--- src/inc/macacc_pkg.sv ---
// Purpose: constants and types for the mac accumulator datapath
// Assumes: 16-bit operand words from the core, 40-bit accumulator
// Notes:   opcodes are the first and third instruction bytes
package macacc_pkg;

    localparam int ACC_W = 40;
    localparam int WORD_W = 16;
    localparam int CNT_W = 5;

    // first byte: addressing form
    localparam logic [7:0] FORM_REG_PAIR = 8'ha3;
    localparam logic [7:0] FORM_REG_IND = 8'h83;
    localparam logic [7:0] FORM_IDX_IND = 8'h93;

    // third byte: operation
    localparam logic [7:0] OP_ABS_ACC = 8'h1a;
    localparam logic [7:0] OP_ABS_OPND = 8'hca;
    localparam logic [7:0] OP_ADD = 8'h02;
    localparam logic [7:0] OP_ADD2 = 8'h42;
    localparam logic [7:0] OP_CMP = 8'hc2;
    localparam logic [7:0] OP_LOAD = 8'h22;
    localparam logic [7:0] OP_SHR_RND_IMM = 8'hb2;
    localparam logic [7:0] OP_SHR_RND_REG = 8'hba;
    localparam logic [7:0] OP_SHR_IMM = 8'ha2;
    localparam logic [7:0] OP_SHR_REG = 8'haa;

    localparam logic [39:0] ACC_MOST_NEG = 40'h80_0000_0000;
    localparam logic [39:0] ACC_MAX_POS = 40'h7f_ffff_ffff;
    localparam logic [39:0] ROUND_CONST = 40'h00_0000_8000;
    localparam logic [39:0] LOW_WORD_CLR = 40'hff_ffff_0000;
    localparam logic [4:0] SHIFT_MAX = 5'h10;
    localparam logic [39:0] ACC_RESET = 40'h00_0000_0000;

    // mac status flags as one carrier
    typedef struct packed {
        logic overflow_flag;
        logic sticky_limit_flag;
        logic extension_used_flag;
        logic sticky_overflow_flag;
        logic carry_flag;
        logic zero_flag;
        logic negative_flag;
    } macacc_flags_t;

    localparam macacc_flags_t FLAGS_RESET = 7'h00;

    // one issued instruction with its operands
    typedef struct packed {
        logic [7:0] form;
        logic [7:0] opcode;
        logic [4:0] imm_count;
        logic [15:0] op1;
        logic [15:0] op2;
    } macacc_instr_t;

endpackage : macacc_pkg

--- src/rtl/macacc_alu.sv ---
// Purpose: combinational result and flag evaluation of one operation
// Assumes: operands already decoded and formed by the caller
// Notes:   pure logic, no state
`timescale 1ns/100ps
module macacc_alu (
    input  wire logic [39:0]              acc,        // current accumulator
    input  wire logic [39:0]              opnd,       // formed 40-bit operand
    input  wire logic [2:0]               op_sel,     // 0 abs,1 add,2 cmp,3 load,4 shr
    input  wire logic                     abs_opnd,   // abs takes operand, not acc
    input  wire logic                     rnd,        // rounding shift
    input  wire logic [4:0]               count,      // shift count 0..16
    input  wire logic                     sat_en,     // saturation mode bit
    input  wire macacc_pkg::macacc_flags_t flags_in,  // flags before
    output macacc_pkg::macacc_flags_t     flags_out,  // flags after
    output logic [39:0]                   result,     // accumulator after
    output logic                          acc_we      // accumulator written
);
    // extension used: bits 39..31 not all equal to sign
    function automatic logic ext_used(input logic [39:0] v);
        ext_used = !((&v[39:31]) || !(|v[39:31]));
    endfunction : ext_used

    logic [40:0] sum;
    logic [39:0] raw;
    logic [39:0] shifted;
    logic        ovf;
    logic        cry;
    logic        sat;
    logic        do_sat;

    always_comb
    begin
        flags_out = flags_in;
        sum = 41'h0;
        raw = acc;
        ovf = 1'b0;
        cry = 1'b0;
        do_sat = 1'b0;
        acc_we = 1'b1;
        shifted = 40'($signed(acc) >>> count);
        case (op_sel)
            3'd0:
            begin
                raw = abs_opnd ? (opnd[39] ? 40'(-opnd) : opnd)
                               : (acc[39] ? 40'(-acc) : acc);
                ovf = !abs_opnd && (acc == macacc_pkg::ACC_MOST_NEG);
                do_sat = 1'b1;
            end
            3'd1:
            begin
                sum = {1'b0, acc} + {1'b0, opnd};
                raw = sum[39:0];
                cry = sum[40];
                ovf = (acc[39] == opnd[39]) && (raw[39] != acc[39]);
                do_sat = 1'b1;
            end
            3'd2:
            begin
                sum = {1'b0, acc} - {1'b0, opnd};
                raw = sum[39:0];
                cry = sum[40];
                ovf = $signed(acc) < $signed(opnd);
                acc_we = 1'b0;
            end
            3'd3:
            begin
                raw = opnd;
            end
            default:
            begin
                if (rnd)
                begin
                    sum = {1'b0, shifted} + {1'b0, macacc_pkg::ROUND_CONST};
                    raw = sum[39:0] & macacc_pkg::LOW_WORD_CLR;
                    cry = sum[40];
                    ovf = !shifted[39] && sum[39];
                    do_sat = 1'b1;
                end
                else
                begin
                    raw = shifted;
                end
            end
        endcase
        // saturate on overflow or when extension holds a value beyond 32 bits
        sat = do_sat && sat_en && (ovf || ext_used(raw)) && op_sel != 3'd2;
        if (sat)
            // clamp to the 32-bit signed range, sign-extended into the extension
            result = (ovf ? !raw[39] : raw[39]) ? 40'hff_8000_0000
                                                : 40'h00_7fff_ffff;
        else
            result = raw;
        if (op_sel == 3'd2)
            result = raw;
        flags_out.overflow_flag = ovf;
        flags_out.carry_flag = cry;
        if (ovf && op_sel != 3'd2)
            flags_out.sticky_overflow_flag = 1'b1;
        if (sat)
            flags_out.sticky_limit_flag = 1'b1;
        if (op_sel == 3'd3)
            flags_out.extension_used_flag = 1'b0;
        else if (op_sel != 3'd2)
            flags_out.extension_used_flag = ext_used(result);
        flags_out.zero_flag = (result == 40'h0);
        flags_out.negative_flag = result[39];
    end

endmodule : macacc_alu

--- src/rtl/macacc_top.sv ---
// Purpose: 40-bit accumulator datapath of the mac coprocessor
// Assumes: core issues one decoded instruction per valid pulse
// Notes:   result and flags commit on the edge after issue
//
// Behaviour
// - accumulator-only abs replaces accumulator with its absolute value, byte 1a.
// - that abs sets both overflow flags on most negative input, clears carry.
// - operand abs loads abs of operand; clears overflow and carry, keeps sticky overflow.
// - operand is op1 low word, op2 high word, sign-extended to 40 bits.
// - first byte a3, 83 or 93 selects addressing form.
// - third byte 02 add, 42 doubled add, c2 compare, ca operand abs.
// - add writes accumulator plus operand; carry from the addition.
// - doubled add uses twice the operand, same flags as add.
// - add overflow flag on 40-bit signed overflow; sticky overflow set then.
// - sticky limit set when result saturates, else kept.
// - extension-used flag follows result except on compare.
// - zero flag on zero result, negative flag copies result sign.
// - shift right arithmetically by count, sign fill.
// - shift count 0..16 immediate, low four bits 0..15 otherwise.
// - rounding shift adds 8000h, clears low word, carry from rounding.
// - plain shift never saturates, clears overflow and carry, keeps sticky.
// - shift bytes b2, ba rounding; a2, aa plain.
// - compare subtracts for flags only, accumulator unchanged, no saturation.
// - compare overflow on less-than, carry on borrow, zero and negative from the difference, sticky and extension kept.
// - load writes sign-extended operand into accumulator.
// - load clears overflow, extension and carry, keeps sticky, no saturation.
// - load uses byte 22 in all three forms.
`timescale 1ns/100ps
module macacc_top (
    input  wire logic                      clock,            // core clock 200 MHz
    input  wire logic                      reset_n,          // async reset, active low
    input  wire logic                      instr_valid,      // one-cycle issue strobe
    input  wire macacc_pkg::macacc_instr_t instr,            // instruction and operands
    input  wire logic                      saturation_mode_bit, // saturate enable
    output logic                           instr_illegal,    // pulse: unknown encoding
    output logic [39:0]                    mac_accumulator,  // accumulator
    output macacc_pkg::macacc_flags_t      mac_status_word   // status flags
);
    logic [39:0]               acc_r;
    macacc_pkg::macacc_flags_t flags_r;
    logic                      ill_r;
    logic [39:0]               opnd;
    logic [2:0]                op_sel;
    logic                      abs_opnd;
    logic                      rnd;
    logic                      legal;
    logic [4:0]                count;
    logic [39:0]               acc_nxt;
    logic                      acc_we;
    macacc_pkg::macacc_flags_t flags_nxt;

    function automatic logic form_ok(input logic [7:0] f);
        form_ok = f == macacc_pkg::FORM_REG_PAIR || f == macacc_pkg::FORM_REG_IND
               || f == macacc_pkg::FORM_IDX_IND;
    endfunction : form_ok

    logic [39:0] base;
    assign base = {{8{instr.op2[15]}}, instr.op2, instr.op1};

    always_comb
    begin
        op_sel = 3'd3;
        abs_opnd = 1'b1;
        rnd = 1'b0;
        opnd = base;
        legal = form_ok(instr.form);
        count = {1'b0, instr.op1[3:0]};
        case (instr.opcode)
            macacc_pkg::OP_ABS_ACC:
            begin
                op_sel = 3'd0;
                abs_opnd = 1'b0;
                legal = instr.form == macacc_pkg::FORM_REG_PAIR;
            end
            macacc_pkg::OP_ABS_OPND: op_sel = 3'd0;
            macacc_pkg::OP_ADD: op_sel = 3'd1;
            macacc_pkg::OP_ADD2:
            begin
                op_sel = 3'd1;
                opnd = {base[38:0], 1'b0};
            end
            macacc_pkg::OP_CMP: op_sel = 3'd2;
            macacc_pkg::OP_LOAD: op_sel = 3'd3;
            macacc_pkg::OP_SHR_RND_IMM, macacc_pkg::OP_SHR_IMM:
            begin
                op_sel = 3'd4;
                rnd = instr.opcode == macacc_pkg::OP_SHR_RND_IMM;
                count = instr.imm_count;
                legal = instr.form == macacc_pkg::FORM_REG_PAIR
                     && instr.imm_count <= macacc_pkg::SHIFT_MAX;
            end
            macacc_pkg::OP_SHR_RND_REG, macacc_pkg::OP_SHR_REG:
            begin
                op_sel = 3'd4;
                rnd = instr.opcode == macacc_pkg::OP_SHR_RND_REG;
                legal = instr.form != macacc_pkg::FORM_IDX_IND && legal;
            end
            default: legal = 1'b0;
        endcase
    end

    macacc_alu u_alu (
        .acc       (acc_r),
        .opnd      (opnd),
        .op_sel    (op_sel),
        .abs_opnd  (abs_opnd),
        .rnd       (rnd),
        .count     (count),
        .sat_en    (saturation_mode_bit && op_sel != 3'd4 || rnd && saturation_mode_bit),
        .flags_in  (flags_r),
        .flags_out (flags_nxt),
        .result    (acc_nxt),
        .acc_we    (acc_we)
    );

    // flags write on every legal issue; accumulator also needs acc_we, so compare updates flags only
    always_ff @(posedge clock or negedge reset_n)
    begin
        if (!reset_n)
        begin
            acc_r <= macacc_pkg::ACC_RESET;
            flags_r <= macacc_pkg::FLAGS_RESET;
        end
        else if (instr_valid && legal)
        begin
            if (acc_we)
                acc_r <= acc_nxt;
            flags_r <= flags_nxt;
        end
    end

    always_ff @(posedge clock or negedge reset_n)
    begin
        if (!reset_n)
            ill_r <= 1'b0;
        else
            ill_r <= instr_valid && !legal;
    end

    assign mac_accumulator = acc_r;
    assign mac_status_word = flags_r;
    assign instr_illegal = ill_r;
endmodule : macacc_top

--- config.mk ---
export PLATFORM = sky130hd
export DESIGN_NAME = macacc_top
export DESIGN_NICKNAME = d
export VERILOG_FILES = /design/src/inc/macacc_pkg.sv /design/src/rtl/macacc_alu.sv /design/src/rtl/macacc_top.sv
export SDC_FILE = /design/constraint.sdc
export NUM_CORES = 1
export LEC_CHECK = 0
export BUFFER_PORTS_ARGS = -buffer_cell sky130_fd_sc_hd__clkbuf_2
export CAP_MARGIN = 20
export CORE_MARGIN = 4
export CORE_UTILIZATION = 40
export CTS_CLUSTER_DIAMETER = 120
export CTS_CLUSTER_SIZE = 24
export DETAILED_ROUTE_END_ITERATION = 16
export PLACE_DENSITY = 0.58
export SYNTH_ARGS = -nofsm -noshare
export SYNTH_HDL_FRONTEND = slang
export SYNTH_SLANG_ARGS = --single-unit
--- constraint.sdc ---
create_clock -name clock -period 9.7 [get_ports clock]
set_clock_uncertainty 0.15 [all_clocks]
set_input_delay 0.97 -clock clock [delete_from_list [all_inputs] [get_ports clock]]
set_output_delay 0.97 -clock clock [all_outputs]
set_load 0.05 [all_outputs]
==> run summary <==
Initial antenna violation count - 4
Root buf cell - clkbuf_16
Setup bufs post-CTS - 0
Die width - 212 um
Die height - 212 um
Worst slack at placement - 0.911 ns
Critical Path Start Type - input port
WL/cell - 31.5 um
Std-Cell Core Area - 41000 um2
Port Buffers - 104
HP Class - reg -> reg
Sw power - 474 uW
Syn Nets - 2619
Skew-Pair Late Insertion Delay - 0.30 ns
Slowest-stage cell, CP - or3b_1
Yosys warnings - 0
Num CTS Buffers - 5
Max Cap Viol - 0
First-pass GRT wire length - 137000 um
Synth Cell Area - 16700 um2
Pin count of the biggest net entering global routing - 49
CTS tree - done
1st-iter DRT viols - 3472
Clk pwr share - 0.206
Placed wire-length estimate - 72000 um
FMAX - 0.115 GHz
Nets - 2584
Clk buf depth - 2
Top_reg_cell synth - dfrtp_1
Hold_buf cts - 0
Mean Syn Cell Area - 6.70 um2
GRT Residual Overflow - 0
Vias in the first global route - 20400
Crit path time final - 8.72 ns
Int Pwr - 499 uW
Clk sinks - 48
Power, Total - 973 uW
Post-route ant nets - 0
Sw frac - 0.487
Post-Route Setup TNS - 0 ns
Proportion of layout cells with a drive suffix above 1 - 0.128
Comb pwr share - 0.580
Die footprint - 45000 um2
Row count - 74
CP endpoint kind - flop
FF+latch count, synth - 48
Slew @ Worst Pin - 1.23 ns
Routed vias - 22000
CTS resizes - 0
H-tree levels - 2
Worst VDD drop - 0.0602 mV
Io pins - 105
Outcome - complete, no violations
GRT Total Usage - 0.397
Pre-antenna DRT Iters - 7
Count of endpoints failing setup in the final report - 0
Peak per-stage delay on the critical path - 0.77 ns
CP Class - in -> reg
Post-synth EDFFs - 0
Syn-to-layout area delta - 5.91%
Sequential share of power - 0.214
WP data required - 9.74 ns
Residual DRC - 0
Final setup margin - 0.985 ns
Initial Utilization - 0.407
Worst path cell trace - clkbuf_2 > or3b_1 > nor3_4 > buf_4 > nand2_1 > o21ai_0 > ha_1 > or3_1 > nor4_1 > o21ai_0 > o311ai_0 > a311o_1 > a21boi_1 > o21a_1 > o21ba_2 > xnor2_1 > a221oi_1 > a211oi_2 > nor4b_4 > a221oi_2 > buf_4 > or3_1 > a22o_1
Final Hold Viols - 0
RSZ-0062 raised after global routing - false
P_leak - 0.00668 uW
Power Dens Cells - 55.1 nW/um2
Synth async-reset ratio - 1.00
Cell variety after synth - 122
Placer Congestion - 1.06
Slew Viols, Final - 0
Clk pin slew, worst setup/hold paths - 0.07 ns
Vias/cell - 7.36
Cells after Synth - 2490
Crit Path Max Fanout - 22
Fin crit share - 0.898
Worst endpoint data arrival time - 8.75 ns
Register area share after synthesis - 0.0720
Slew margin rel. - 0.175
Final wirelength - 94200 um
==> routing by layer <==
layer | up-vias | track usage | part of all wire
li1 | 9435 | - | -
met1 | 10600 | 0.535 | 0.40
met2 | 1687 | 0.605 | 0.42
met3 | 346 | 0.0772 | 0.12
met4 | 2 | 0.203 | 0.066
met5 | - | 0 | 0.00014
==> path summary, 6_finish.rpt <==
check	start	end	slack (ns)	depth (start not counted)
hold reg to reg	mac_status_word[6]$_DFFE_PN0P_	mac_status_word[6]$_DFFE_PN0P_	0.34	2
setup reg to reg	mac_accumulator[31]$_DFFE_PN0P_	mac_accumulator[11]$_DFFE_PN0P_	2.70	23
min in group asynchronous	reset_n	mac_status_word[6]$_DFFE_PN0P_	0.64	2
max in group asynchronous	reset_n	mac_accumulator[39]$_DFFE_PN0P_	8.28	2
hold / removal	mac_status_word[6]$_DFFE_PN0P_	mac_status_word[6]$_DFFE_PN0P_	0.34	2
setup / recovery	instr[41]	mac_accumulator[11]$_DFFE_PN0P_	0.98	23
==> cell families (layout without fill, tap and decap cells) <==
group / count (synthesis) / count (layout) / share of synthesized area
AO/OA/AOI/OAI: 966 / 966 / 0.410
AND/OR/NAND/NOR: 932 / 932 / 0.290
buffers and inverters: 306 / 271 / 0.0779
XOR/XNOR: 97 / 97 / 0.0509
adder cells (fa/ha/maj): 72 / 72 / 0.0545
multiplexers: 69 / 69 / 0.0449
flip-flops: 48 / 48 / 0.0720
other: 0 / 5 / 0
==> cell usage in the layout (no fill, tap or decap), types with 22 or more instances in the layout <==
cell      synthesis  layout
dfrtp_1          48      47
a211oi_1         72      72
nor3_1           70      70
nand2b_1         59      59
o211ai_1         33      33
and3_1           22      22
or3_1            33      33
and2_1           30      30
o22ai_1          57      57
o21ai_0         167     167
xor2_1           34      34
nand2_1         279     279
nand4_1          25      25
nor2_1          190     185
inv_1            80      80
a21o_1           33      33
nor4_1           25      25
o21bai_1         22      22
xnor2_1          63      63
a31oi_1          28      28
o31ai_1          36      36
buf_4            12      75
a22oi_1          22      22
clkbuf_2          0     104
mux2i_1          44      44
a21oi_1         180     180
nand3_1          68      67
o221ai_1         22      22
a311oi_1         27      27
ha_1             71      71
==> power groups by stage <==
stage	Sequential (uW)	Clock (uW)	Combinational (uW)
global route	208	208	592
CTS	208	201	541
floorplan	213	0	350
finish	208	200	565
detailed placement	211	0	538
global placement	211	0	539
==> through the flow <==
step,cells,utilization,cell area (um2),hold WS [ns]
6_report,2992,0.431,17700,0.341
5_1_grt,2988,0.430,17600,0.375
3_5_place_dp,2979,0.426,17500,0.333
2_1_floorplan,2490,-,16700,0.524
4_1_cts,2986,0.430,17600,0.347
3_3_place_gp,2977,0.426,17500,0.327
==> cells in the mapped netlist (all sizes together), types with 32 or more instances <==
| library cell | n | area share |
|---|---|---|
| xor2 | 34 | 0.018 |
| a211oi | 80 | 0.038 |
| nor2 | 191 | 0.043 |
| o211ai | 34 | 0.016 |
| or3 | 34 | 0.013 |
| o22ai | 57 | 0.021 |
| o31ai | 38 | 0.018 |
| mux2i | 45 | 0.028 |
| buf | 86 | 0.028 |
| clkbuf | 137 | 0.031 |
| a21oi | 183 | 0.056 |
| ha | 71 | 0.053 |
| a311oi | 32 | 0.019 |
| xnor2 | 63 | 0.033 |
| nand2 | 280 | 0.063 |
| a21o | 33 | 0.015 |
| nor3 | 77 | 0.026 |
| dfrtp | 48 | 0.072 |
| inv | 80 | 0.018 |
| nand2b | 59 | 0.022 |
| o21ai | 191 | 0.058 |
| nand3 | 70 | 0.022 |
==> sequential cells by signal, summed over array words and instances, names as in the netlist <==
name             flops
instr_illegal        1
mac_status_word      7
mac_accumulator     40
==> critical path: cells and delay by family <==
kind,cells,cell delay [ns]
XOR/XNOR,1,0.12
adder cells (fa/ha/maj),1,0.51
AO/OA/AOI/OAI,11,2.72
buffers and inverters,3,0.98
AND/OR/NAND/NOR,7,3.40
==> layout make-up <==
type / count / area (um2)
inverter: 83 / 312
timing repair buffer: 181 / 1090
antenna: 5 / 12.5
sequential: 48 / 1200
fill: 4371 / 23400
clock buffer: 6 / 129
clock inverter: 1 / 30.0
multi-input combinational: 2136 / 14200
tap: 532 / 666
Power figures use the tool's default switching activity.
